`src/phport_params.svh`:
```
// Timing counts, widths, field positions and reset values of the peripheral handshake port.
// Assumes a single system clock whose period is given below.
`ifndef PHPORT_PARAMS_SVH
`define PHPORT_PARAMS_SVH

`define PHPORT_DATA_W 18
`define PHPORT_CTRL_W 3
`define PHPORT_STS_W 3
`define PHPORT_FIFO_CHIPS 5
`define PHPORT_CNT_W 4

`define PHPORT_CLK_PERIOD_NS 10
`define PHPORT_SETUP_NS 50
`define PHPORT_MIN_DEASSERT_NS 65
`define PHPORT_CEIL_CYC(ns) (((ns) + `PHPORT_CLK_PERIOD_NS - 1) / `PHPORT_CLK_PERIOD_NS)
`define PHPORT_SETUP_CYC `PHPORT_CEIL_CYC(`PHPORT_SETUP_NS)
`define PHPORT_MIN_DEASSERT_CYC `PHPORT_CEIL_CYC(`PHPORT_MIN_DEASSERT_NS)

`define PHPORT_SYNC_STS_LSB 0
`define PHPORT_SYNC_ATTENTION_INPUT 3
`define PHPORT_SYNC_ACK 4
`define PHPORT_SYNC_W 5

`define PHPORT_CTRL_RST 3'h0
`define PHPORT_DATA_RST 18'h00000
`define PHPORT_CNT_RST 4'h0

`endif

```
`src/phport_pkg.sv`:
```
// Types shared by the peripheral handshake port modules.
// Assumes phport_params.svh is on the include path.
`include "phport_params.svh"

package phport_pkg;

   // ----------------------------------------------------------------------
   // Software control bits
   // ----------------------------------------------------------------------
   typedef struct packed {
      logic [`PHPORT_CTRL_W-1:0] ctrl_bits;
      logic dir;
      logic edge_sel;
      logic periph_enable;
      logic attention_input_req_enable;
   } phport_ctrl_t;

   // ----------------------------------------------------------------------
   // Handshake sequencer
   // ----------------------------------------------------------------------
   typedef enum logic [2:0] {
      ST_IDLE,
      ST_IN_REQ,
      ST_IN_SETUP,
      ST_IN_SHIFT,
      ST_TRAIL,
      ST_OUT_SETUP,
      ST_OUT_REQ,
      ST_HOLD
   } phport_state_t;

   typedef struct packed {
      phport_state_t state;
      logic [`PHPORT_CNT_W-1:0] cnt;
      logic ack_d;
      logic attention_input_d;
      logic attention_input_latch;
      logic request;
      logic shift_in;
      logic shift_out;
      logic [`PHPORT_DATA_W-1:0] wr_data;
      logic [`PHPORT_DATA_W-1:0] bus_data;
      logic bus_oe_n;
      logic [`PHPORT_CTRL_W-1:0] ctrl_bits;
      logic dir_p;
      logic dir_n;
      logic [`PHPORT_STS_W-1:0] status_bits;
      logic ack_status;
      logic attention_input_sense_n;
      logic attention_input_req_n;
      logic attention_input_poll_resp;
      logic srq_poll_resp;
   } phport_regs_t;

endpackage

```
`src/phport_sync.sv`:
```
// Two-stage synchroniser for a group of level inputs.
// Assumes the inputs change slowly compared to the clock.
`timescale 1ns/1ps
`include "phport_params.svh"

module phport_sync
   import phport_pkg::*;
#(
   parameter int W = `PHPORT_SYNC_W
) (
   // Clock and reset
   input wire logic clk_sys_in,
   input wire logic rst_n_in,
   // Levels
   input wire logic [W-1:0] d_in,
   output logic [W-1:0] q_out
);

   typedef struct packed {
      logic [W-1:0] s1;
      logic [W-1:0] s2;
   } phport_sync_st_t;

   phport_sync_st_t st;
   phport_sync_st_t next_st;

   always_comb begin
      next_st.s1 = d_in;
      next_st.s2 = st.s1;
   end

   always_ff @(posedge clk_sys_in or negedge rst_n_in) begin
      if (!rst_n_in) begin
         st <= '0;
      end else begin
         st <= next_st;
      end
   end

   assign q_out = st.s2;

endmodule

```
`src/phport_top.sv`:
```
// Peripheral handshake port: request/acknowledge word transfer between the card FIFO and a
// peripheral, plus control, status, direction and attention lines.
// Assumes all inputs are synchronous to clk_sys_in and unconnected lines read as 0.
//
// Functional notes
// - Control bits driven straight from control word.
// - Status inputs synchronised, shown as status bits.
// - Attention assertion sets latch unless in reset.
// - Latch and enable drive attention request low.
// - Reset, device clear, status read clear latch.
// - Direction pair follows direction bit, high outward.
// - Eighteen-bit shared bus, never both ends driving.
// - Request asks word; peripheral answers with acknowledge.
// - Undriven acknowledge reads as zero, deasserted only with edge select zero.
// - Input direction ignores service polls when empty.
// - Input: request while enabled and five ready.
// - Delay acknowledge edge for data setup, deskew.
// - Delayed edge makes shift-in, gated by ready.
// - After shift-in, request low for minimum time.
// - Reassert request only when all chips ready.
// - Keeps requesting while space, ignores word count.
// - Edge select one uses falling acknowledge edge.
// - Request stays until acknowledge trailing edge passes.
// - Output: request after word driven with setup.
`timescale 1ns/1ps
`include "phport_params.svh"

module phport_top
   import phport_pkg::*;
#(
   parameter logic [`PHPORT_CNT_W-1:0] SETUP_CYC = `PHPORT_CNT_W'(`PHPORT_SETUP_CYC),
   parameter logic [`PHPORT_CNT_W-1:0] MIN_DEASSERT_CYC =
      `PHPORT_CNT_W'(`PHPORT_MIN_DEASSERT_CYC)
) (
   // Clock and reset
   input wire logic clk_sys_in,
   input wire logic rst_n_in,
   // Card control and backplane events
   input wire phport_ctrl_t ctrl_in,
   input wire logic device_clear_in,
   input wire logic status_read_in,
   input wire logic srq_poll_in,
   input wire logic attention_input_poll_in,
   input wire logic fifo_not_empty_in,
   // Card status and backplane answers
   output logic [`PHPORT_STS_W-1:0] status_bits_out,
   output logic ack_status_out,
   output logic attention_input_sense_n_out,
   output logic attention_input_req_n_out,
   output logic attention_input_poll_resp_out,
   output logic srq_poll_resp_out,
   // FIFO input side
   input wire logic [`PHPORT_FIFO_CHIPS-1:0] fifo_input_ready_in,
   output logic fifo_shift_in_pulse_out,
   output logic [`PHPORT_DATA_W-1:0] fifo_wr_data_out,
   // FIFO output side
   input wire logic fifo_rd_valid_in,
   input wire logic [`PHPORT_DATA_W-1:0] fifo_rd_data_in,
   output logic fifo_shift_out_out,
   // Peripheral connector
   output logic [`PHPORT_CTRL_W-1:0] ctrl_bits_out,
   input wire logic [`PHPORT_STS_W-1:0] status_bits_in,
   input wire logic attention_input_in,
   output logic direction_out_pair_p_out,
   output logic direction_out_pair_n_out,
   output logic xfer_request_out,
   input wire logic xfer_ack_in,
   input wire logic [`PHPORT_DATA_W-1:0] data_in,
   output logic [`PHPORT_DATA_W-1:0] data_out,
   output logic data_oe_n_out
);

   // ----------------------------------------------------------------------
   // Helpers
   // ----------------------------------------------------------------------
   function automatic logic [`PHPORT_CNT_W-1:0] cnt_load(input logic [`PHPORT_CNT_W-1:0] cyc);
      cnt_load = cyc - `PHPORT_CNT_W'(1);
   endfunction

   function automatic logic is_req_state(input phport_state_t s);
      is_req_state = (s == ST_IN_REQ) || (s == ST_IN_SETUP) || (s == ST_IN_SHIFT) ||
                     (s == ST_TRAIL) || (s == ST_OUT_REQ);
   endfunction

   // ----------------------------------------------------------------------
   // Input synchronisation
   // ----------------------------------------------------------------------
   logic [`PHPORT_SYNC_W-1:0] sync_q;
   logic [`PHPORT_STS_W-1:0] sts_s;
   logic attention_input_s;
   logic ack_s;
   logic act_level;
   logic act_prev;
   logic ack_edge;
   logic all_ready;
   logic attention_input_rise;

   phport_sync #(
      .W(`PHPORT_SYNC_W)
   ) u_sync (
      .clk_sys_in(clk_sys_in),
      .rst_n_in(rst_n_in),
      .d_in({xfer_ack_in, attention_input_in, status_bits_in}),
      .q_out(sync_q)
   );

   phport_regs_t st;
   phport_regs_t next_st;

   assign sts_s = sync_q[`PHPORT_SYNC_STS_LSB +: `PHPORT_STS_W];
   assign attention_input_s = sync_q[`PHPORT_SYNC_ATTENTION_INPUT];
   assign ack_s = sync_q[`PHPORT_SYNC_ACK];
   assign act_level = ack_s ^ ctrl_in.edge_sel;
   assign act_prev = st.ack_d ^ ctrl_in.edge_sel;
   assign ack_edge = act_level & ~act_prev;
   assign all_ready = &fifo_input_ready_in;
   assign attention_input_rise = attention_input_s & ~st.attention_input_d;

   // ----------------------------------------------------------------------
   // Next-state logic
   // ----------------------------------------------------------------------
   always_comb begin
      next_st = st;
      next_st.shift_in = 1'b0;
      next_st.shift_out = 1'b0;
      next_st.ack_d = ack_s;
      next_st.attention_input_d = attention_input_s;
      next_st.ctrl_bits = ctrl_in.ctrl_bits;
      next_st.dir_p = ctrl_in.dir;
      next_st.dir_n = ~ctrl_in.dir;
      next_st.bus_oe_n = ~ctrl_in.dir;
      next_st.status_bits = sts_s;
      next_st.ack_status = ack_s;
      next_st.attention_input_latch = attention_input_rise | (st.attention_input_latch & ~(device_clear_in | status_read_in));
      next_st.attention_input_sense_n = ~next_st.attention_input_latch;
      next_st.attention_input_req_n = ~(next_st.attention_input_latch & ctrl_in.attention_input_req_enable);
      next_st.attention_input_poll_resp = attention_input_poll_in & next_st.attention_input_latch & ctrl_in.attention_input_req_enable;
      next_st.srq_poll_resp = srq_poll_in & (ctrl_in.dir | fifo_not_empty_in);
      if (st.cnt != `PHPORT_CNT_RST) begin
         next_st.cnt = st.cnt - `PHPORT_CNT_W'(1);
      end
      unique case (st.state)
         ST_IDLE: begin
            if (ctrl_in.periph_enable) begin
               if (!ctrl_in.dir && all_ready) begin
                  next_st.state = ST_IN_REQ;
               end else if (ctrl_in.dir && fifo_rd_valid_in) begin
                  next_st.shift_out = 1'b1;
                  next_st.bus_data = fifo_rd_data_in;
                  next_st.cnt = cnt_load(SETUP_CYC);
                  next_st.state = ST_OUT_SETUP;
               end
            end
         end
         ST_IN_REQ: begin
            if (ack_edge) begin
               next_st.cnt = cnt_load(SETUP_CYC);
               next_st.state = ST_IN_SETUP;
            end
         end
         ST_IN_SETUP: begin
            if (st.cnt == `PHPORT_CNT_RST) begin
               next_st.state = ST_IN_SHIFT;
            end
         end
         ST_IN_SHIFT: begin
            if (all_ready) begin
               next_st.shift_in = 1'b1;
               next_st.wr_data = data_in;
               next_st.state = ST_TRAIL;
            end
         end
         ST_TRAIL: begin
            if (!act_level) begin
               next_st.cnt = cnt_load(MIN_DEASSERT_CYC);
               next_st.state = ST_HOLD;
            end
         end
         ST_OUT_SETUP: begin
            if (st.cnt == `PHPORT_CNT_RST) begin
               next_st.state = ST_OUT_REQ;
            end
         end
         ST_OUT_REQ: begin
            if (ack_edge) begin
               next_st.state = ST_TRAIL;
            end
         end
         ST_HOLD: begin
            if (st.cnt == `PHPORT_CNT_RST) begin
               if (ctrl_in.periph_enable && !ctrl_in.dir && all_ready) begin
                  next_st.state = ST_IN_REQ;
               end else begin
                  next_st.state = ST_IDLE;
               end
            end
         end
      endcase
      if (!ctrl_in.periph_enable && st.state != ST_HOLD) begin
         next_st.state = ST_IDLE;
      end
      next_st.request = is_req_state(next_st.state);
   end

   always_ff @(posedge clk_sys_in or negedge rst_n_in) begin
      if (!rst_n_in) begin
         st <= '0;
         st.state <= ST_IDLE;
         st.ctrl_bits <= `PHPORT_CTRL_RST;
         st.dir_n <= 1'b1;
         st.bus_oe_n <= 1'b1;
         st.attention_input_sense_n <= 1'b1;
         st.attention_input_req_n <= 1'b1;
         st.wr_data <= `PHPORT_DATA_RST;
         st.bus_data <= `PHPORT_DATA_RST;
      end else begin
         st <= next_st;
      end
   end

   // ----------------------------------------------------------------------
   // Outputs
   // ----------------------------------------------------------------------
   assign status_bits_out = st.status_bits;
   assign ack_status_out = st.ack_status;
   assign attention_input_sense_n_out = st.attention_input_sense_n;
   assign attention_input_req_n_out = st.attention_input_req_n;
   assign attention_input_poll_resp_out = st.attention_input_poll_resp;
   assign srq_poll_resp_out = st.srq_poll_resp;
   assign fifo_shift_in_pulse_out = st.shift_in;
   assign fifo_wr_data_out = st.wr_data;
   assign fifo_shift_out_out = st.shift_out;
   assign ctrl_bits_out = st.ctrl_bits;
   assign direction_out_pair_p_out = st.dir_p;
   assign direction_out_pair_n_out = st.dir_n;
   assign xfer_request_out = st.request;
   assign data_out = st.bus_data;
   assign data_oe_n_out = st.bus_oe_n;

   // Low cycles of the request since it last stood high, saturating.
   logic [`PHPORT_CNT_W-1:0] req_low_cyc;
   always_ff @(posedge clk_sys_in or negedge rst_n_in) begin
      if (!rst_n_in) begin
         req_low_cyc <= '1;
      end else begin
         req_low_cyc <= xfer_request_out ? '0 : req_low_cyc + `PHPORT_CNT_W'(~&req_low_cyc);
      end
   end
endmodule

```
`config.mk`:
```
export PLATFORM = sky130hd
export DESIGN_NAME = phport_top
export DESIGN_NICKNAME = d
export VERILOG_FILES = /design/src/phport_pkg.sv /design/src/phport_sync.sv /design/src/phport_top.sv
export VERILOG_INCLUDE_DIRS = /design/src
export SDC_FILE = /design/constraint.sdc
export NUM_CORES = 1
export LEC_CHECK = 0
export BUFFER_PORTS_ARGS = -buffer_cell sky130_fd_sc_hd__buf_2
export CELL_PAD_IN_SITES_DETAIL_PLACEMENT = 0
export CELL_PAD_IN_SITES_GLOBAL_PLACEMENT = 2
export CORE_ASPECT_RATIO = 1.75
export CORE_UTILIZATION = 28
export CTS_CLUSTER_DIAMETER = 30
export DETAILED_ROUTE_END_ITERATION = 10
export HOLD_SLACK_MARGIN = 0.03
export PLACE_DENSITY = 0.79
export SYNTH_ARGS = -nofsm -noshare
export SYNTH_HDL_FRONTEND = slang
export SYNTH_SLANG_ARGS = --single-unit
```
`constraint.sdc`:
```
create_clock -name clk_sys_in -period 2.15 [get_ports clk_sys_in]
set_clock_uncertainty 0.05 [all_clocks]
set_input_delay 0.1075 -clock clk_sys_in [delete_from_list [all_inputs] [get_ports clk_sys_in]]
set_output_delay 0.1075 -clock clk_sys_in [all_outputs]
set_load 0.01 [all_outputs]
```
==> reports/results.ini, run 1 <==
[critical_path]
critPathTopFamily=simple AND/OR/NAND/NOR gates
cp_max_fo=14
path_class=reg -> reg
max_stage_delay_ns=0.58
arrival_ns=2.09
required_ns=2.30
crit_chain=nand4_1 > or4_1 > a31o_1 > a21o_1 > o31a_1
startpoint_type=flop
cp-end-kind=flop
path_buf_inv=0
critPathSlowestCell=dfrtp_1

[timing]
rsz0062_at_grt=no
finalCriticalPeriod_ns=1.94
slew_headroom_pct=40.8
finalSetupTns_ns=0
hold_violations=0
setup-violations-final=0
slew_viol_final=0
fmax_mhz=516
worstMarginPinSlew_ns=0.888
period_share_pct=90.2
fin_ws_ns=0.210

[grt]
grt_pass1_vias=2203
gr-usage-all-layers_pct=12.1
antenna_found_initial=0
overflow=0
grt_max_degree=72
grt_pass1_wl_mm=10.2

[power_and_ir_drop]
internal_power_mw=2.70
switchingPower_uw=974
p_comb_share_pct=19.0
sequentialPowerShare_pct=43.5
p_per_area_nw_per_um2=864
p_clk_share_pct=37.5
vdd_drop_max_mv=0.452
swShare_pct=26.5
p_leak_nw=2.11

[synth]
yosys.area.top_type=dfrtp_1
yosysSeqAreaShare_pct=58.8
yosys.area_share.simple_pct=7.27
ys_ff_latch=71
syn_nets=298
synth_top_family_by_area=multiplexers
syn_area_per_cell_um2=12.8
synth-edff-count=0
synthAdderAreaFrac_pct=0.413
yosysUniqueCellTypes=42
synth_mux_area_share_pct=13.4
synth-xor-area-share_pct=1.16
synth_top_area_share_pct=56.2
ys_warn_count=0
synth_compound_area_share_pct=6.03
synth_area_leaders=dfrtp_1 56%, mux2_2 13%, buf_4 11%
async_flop_share_pct=100
synth_cells=236
ys_top_cells_by_count=68 x dfrtp_1, 43 x buf_4, 36 x mux2_2
yosysMostFrequentCell=dfrtp_1
synth-main-ff-cell=dfrtp_1
syn_area_um2=3030

[die]
initial_core_util_pct=29.1
num_rows=49
die-area_um2=11300
die_h_um=140
ios=114
core_um2=10400
die_w_um=80.6

[cts]
root_buffer=clkbuf_16
cts.sinks=71
clock_path_buffers=2
post_cts.repair.setup_buffers=0
worstSkewPairLatency_ns=0.32
numCtsBuffers=9
clk_pin_slew_ns=0.06
htreeDepth=3
cts_tree=built

[drt]
totalWireLength_mm=6.45
drt_iter0_drc=44
drt_first_pass_iters=4
drc=0
ant_nets=0
viasPerCell=4.32
post_drt_wl_per_cell_um=13.0
dr_total_vias=2146

[finish]
drive_gt1_share_pct=48.6
area_growth_pct=40.3
multi_input_area_um2=871
num-fill-cells=992
ff_latch_area_um2=1780
final_nets=427
diodes=0

[placed_design]
dp_hpwl_mm=4.59
port_buffers=113
place_ws_ns=0.118
gp_congestion=0.765

[run]
maxCapViolCount=0

[hold_path]
hold_class=in -> reg

[status]
outcome=finished clean

[power by group through the flow]
stage | combinational (mW) | sequential [mW] | clock (mW)
3_5_place_dp | 0.636 | 1.62 | 0
4_1_cts | 0.711 | 1.60 | 1.42
5_1_grt | 0.786 | 1.62 | 1.49
2_1_floorplan | 0.502 | 1.60 | 0
6_report | 0.698 | 1.60 | 1.38
3_3_place_gp | 0.620 | 1.61 | 0
[worst paths after layout]
| path | depth (start not counted) | end | slack (ns) | start |
|---|---|---|---|---|
| max | 5 | xfer_request_out$_DFF_PN0_ | 0.21 | st[60]$_DFF_PN0_ |
| min | 4 | st[53]$_DFF_PN0_ | 0.11 | device_clear_in |
| max reg2reg | 5 | xfer_request_out$_DFF_PN0_ | 0.21 | st[60]$_DFF_PN0_ |
| min reg2reg | 0 | status_bits_out[0]$_DFF_PN0_ | 0.29 | u_sync.q_out[0]$_DFF_PN0_ |
| max in group asynchronous | 2 | xfer_request_out$_DFF_PN0_ | 1.06 | rst_n_in |
| min in group asynchronous | 2 | attention_input_poll_resp_out$_DFF_PN0_ | 0.39 | rst_n_in |
[sequential cells by signal, summed over array words and instances, names as in the netlist]
name                           count
ack_status_out                     1
attention_input_poll_resp_out      1
attention_input_req_n_out          1
attention_input_sense_n_out        1
ctrl_bits_out                      3
data_out                          18
direction_out_pair_n_out           1
direction_out_pair_p_out           1
fifo_shift_in_pulse_out            1
fifo_shift_out_out                 1
fifo_wr_data_out                  18
srq_poll_resp_out                  1
st                                 9
status_bits_out                    3
u_sync.next_st                     5
u_sync.q_out                       5
xfer_request_out                   1
[metrics by stage]
stage                     instance area [µm²]  hold slack [ns]  total power [mW]  utilization [%]  instances
after floorplan                          3030           -0.238              2.10                -        236
after global placement                   3460            0.166              2.23             33.2        431
after detailed placement                 3460            0.167              2.26             33.2        431
after CTS                                4240            0.106              3.72             40.7        497
after global routing                     4250            0.137              3.89             40.8        497
final                                    4250            0.106              3.67             40.8        497
[layer usage]
metal / GRT usage [%] / vias to the layer above / wire length (µm)
met5: 0 / - / 0
met4: 7.24 / 0 / 115
met3: 2.30 / 8 / 276
met2: 21.9 / 73 / 3640
met1: 12.3 / 1038 / 2420
li1: - / 1027 / -
[cell type report]
cell class | instances | share of cell area, %
timing repair buffer | 169 | 26.5
clock buffer | 10 | 5.62
sequential | 71 | 41.9
clock inverter | 6 | 1.03
tap | 127 | 3.74
multi-input combinational | 106 | 20.5
inverter | 8 | 0.707
[layout by cell type (no fill, tap or decap), drive strengths merged, types with 2 or more instances in the layout]
cell | Yosys | layout
nor2 | 5 | 5
nand2 | 9 | 9
clkinv | 0 | 4
o21ai | 5 | 5
nand2b | 2 | 2
nand3 | 3 | 3
nor3 | 4 | 4
o31a | 2 | 2
and2 | 2 | 2
clkbuf | 0 | 10
a21oi | 4 | 4
and3 | 2 | 2
dfrtp | 68 | 68
dfstp | 3 | 3
xnor2 | 3 | 3
dlygate4sd3 | 0 | 50
inv | 8 | 9
a21o | 4 | 4
mux2 | 36 | 36
a31oi | 2 | 2
buf | 51 | 119
o22ai | 2 | 2
nand4b | 3 | 3
[kinds of logic after synthesis]
kind of cell / count (synthesis)
adders and majority gates: 1
AOI/OAI and AO/OA: 27
muxes: 36
and+or+nand+nor: 38
DFF: 71
xor gates and xnor gates: 4
buffers and inverters: 59
[repair_timing]
item                                    4_1_cts  5_1_grt
hold buffers                                 50        0
endpoints found under the setup margin        0        1
endpoints found under the hold margin       117        0
resized for setup                             0        1
[worst min-delay path: stages]
cell	delay [ns]
buf_2	0.07
nor2_1	0.03
nand2_1	0.05
o21ai_0	0.14
Power figures use the tool's default switching activity.
==> run 2: changes to the inputs <==
--- a/config.mk
+++ b/config.mk
@@ -6,15 +6,16 @@
 export SDC_FILE = /design/constraint.sdc
 export NUM_CORES = 1
 export LEC_CHECK = 0
-export BUFFER_PORTS_ARGS = -buffer_cell sky130_fd_sc_hd__buf_2
 export CELL_PAD_IN_SITES_DETAIL_PLACEMENT = 0
 export CELL_PAD_IN_SITES_GLOBAL_PLACEMENT = 2
 export CORE_ASPECT_RATIO = 1.75
-export CORE_UTILIZATION = 28
+export CORE_UTILIZATION = 39
 export CTS_CLUSTER_DIAMETER = 30
 export DETAILED_ROUTE_END_ITERATION = 10
+export DONT_BUFFER_PORTS = 1
 export HOLD_SLACK_MARGIN = 0.03
-export PLACE_DENSITY = 0.79
+export PLACE_DENSITY = 0.8
+export SKIP_CTS_REPAIR_TIMING = 1
 export SYNTH_ARGS = -nofsm -noshare
 export SYNTH_HDL_FRONTEND = slang
 export SYNTH_SLANG_ARGS = --single-unit
==> constraint.sdc (replaced) <==
create_clock -name clk_sys_in -period 2.2 [get_ports clk_sys_in]
set_clock_uncertainty 0.05 [all_clocks]
set_input_delay 0.11 -clock clk_sys_in [delete_from_list [all_inputs] [get_ports clk_sys_in]]
set_output_delay 0.11 -clock clk_sys_in [all_outputs]
set_load 0.01 [all_outputs]
==> run 2 against run 1 <==
  * Via count is 18% lower
  * Clock-buffer cell count rose by 1
  * Sequential power is 2% higher
  * Critical endpoint unchanged
  * Wire length shrank 8.0%
  * Combinational power shrank 33%
  * Fmax fell by 3.8%
  * Largest power group unchanged
==> reports/results.ini, run 2 (synthesis results as in run 1) <==
[timing]
fin_ws_ns=0.184  ; -0.0261 ns
slew_headroom_pct=73.8  ; +33 points
period_share_pct=91.6  ; +1.4 points
fmax_mhz=496  ; -3.8%
finalCriticalPeriod_ns=2.02  ; +0.0761 ns
hold_violations=0  ; unchanged
worstMarginPinSlew_ns=0.389  ; -0.499 ns
slew_viol_final=0  ; unchanged
rsz0062_at_grt=no
setup-violations-final=0  ; unchanged
finalSetupTns_ns=0  ; unchanged

[drt]
drt_first_pass_iters=4  ; unchanged
totalWireLength_mm=5.94  ; -8.0%
dr_total_vias=1754  ; -18%
viasPerCell=5.07  ; +17%
wl_met3_um=369  ; +34%
drc=0  ; unchanged
post_drt_wl_per_cell_um=17.2  ; +32%
ant_nets=0  ; unchanged
dr_wl_met2_mm=3.31  ; -9.0%
met1_length_mm=2.09  ; -13%
top_layer=met4
drt_iter0_drc=63  ; +43%

[cts]
numCtsBuffers=9  ; unchanged
htreeDepth=3  ; unchanged
clk_pin_slew_ns=0.06  ; about the same
root_buffer=clkbuf_16
worstSkewPairLatency_ns=0.33  ; about the same
clock_path_buffers=2  ; unchanged
cts_tree=built
cts.sinks=71  ; unchanged

[critical_path]
cp_max_fo=5  ; -9
arrival_ns=2.17  ; +0.08 ns
startpoint_type=flop
required_ns=2.36  ; +0.06 ns
cp-end-kind=flop
path_class=reg -> reg

[power_and_ir_drop]
p_per_area_nw_per_um2=941  ; +8.9%
p_leak_nw=1.64  ; -22%
vdd_drop_max_mv=0.497  ; +9.9%

[grt]
gr-usage-all-layers_pct=14.4  ; +2.3 points
antenna_found_initial=0  ; unchanged
grt_pass1_wl_mm=8.19  ; -20%
grt_pass1_vias=1649  ; -25%
overflow=0  ; unchanged
grt_max_degree=72  ; unchanged

[die]
die_w_um=68.6  ; -15%
initial_core_util_pct=40.0  ; +11 points
die_h_um=119  ; -15%
ios=114  ; unchanged
core_um2=7570  ; -27%
num_rows=42  ; -14%
die-area_um2=8140  ; -28%

[run]
maxCapViolCount=0  ; unchanged

[finish]
final_nets=315  ; -26%
final_cell_mix=68 x dfrtp_1, 51 x dlygate4sd3_1, 36 x mux2_2
fin_area_um2=3650  ; -14%
diodes=0  ; unchanged
layout_commonest_cell=dfrtp_1
drive_gt1_share_pct=25.2  ; -23 points
area_growth_pct=20.5

[placed_design]
gp_congestion=0.795  ; +3.9%
port_buffers=0  ; -100%
placed_area_um2=2840  ; -18%
dp_hpwl_mm=3.67  ; -20%
place_ws_ns=0.169  ; +0.0510 ns

[status]
outcome=finished clean

[hold_path]
hold_class=in -> reg

[run 2: changes by cell type in the layout (fill, tap and decap cells not counted), sizes merged]
cell,delta
clkinvlp,-1
buf,-113
clkbuf,+1
dlygate4sd3,+1
[run 2: metrics by stage]
stage               utilization [%]  total power, mW  hold slack [ns]  std cells
global placement               37.5             2.01           -0.234        278
floorplan                         -             2.06           -0.236        236
CTS                            41.1             3.37           -0.588        294
global route                   48.2             3.61           0.0805        346
finish                         48.2             3.43           0.0468        346
detailed placement             37.5             2.03           -0.234        278
[run 2: area by class of cell]
class                      count  area (µm²)
sequential                    71        1780
clock buffer                  11         243
clock inverter                 5        32.5
fill                         678        3920
tap                           88         110
inverter                       8        30.0
multi-input combinational    106         866
timing repair buffer          57         588
[run 2: final timing paths]
kind                                             startpoint                                       to  slack [ns]  cells after the start
worst max-delay path                       st[56]$_DFF_PN0_               xfer_request_out$_DFF_PN0_        0.18                      7
worst min-delay path                        device_clear_in                         st[53]$_DFF_PN0_        0.05                      3
max in group asynchronous                          rst_n_in       direction_out_pair_n_out$_DFF_PN1_        1.50                      2
worst min register to register  u_sync.next_st[2]$_DFF_PN0_                u_sync.q_out[2]$_DFF_PN0_        0.29                      0
worst max register to register             st[56]$_DFF_PN0_               xfer_request_out$_DFF_PN0_        0.18                      7
min in group asynchronous                          rst_n_in  attention_input_poll_resp_out$_DFF_PN0_        0.28                      2
[run 2: power by group]
part / internal, mW / switching [mW]
combinational: 0.265 / 0.201
sequential: 1.47 / 0.170
clock: 0.793 / 0.534
[run 2: metal layers]
layer	vias to the layer above	GRT usage [%]
li1	799	-
met1	870	14.9
met2	71	22.8
met3	14	6.37
met4	0	8.59
met5	-	0
[run 2: worst max-delay path, stage by stage, from the launching register on]
cell and delay (ns):
dfrtp_1 0.40, inv_1 0.06, ha_1 0.20, nor3b_1 0.33, xnor2_1 0.16, nor2_1 0.06, o31a_2 0.35, o31a_1 0.30
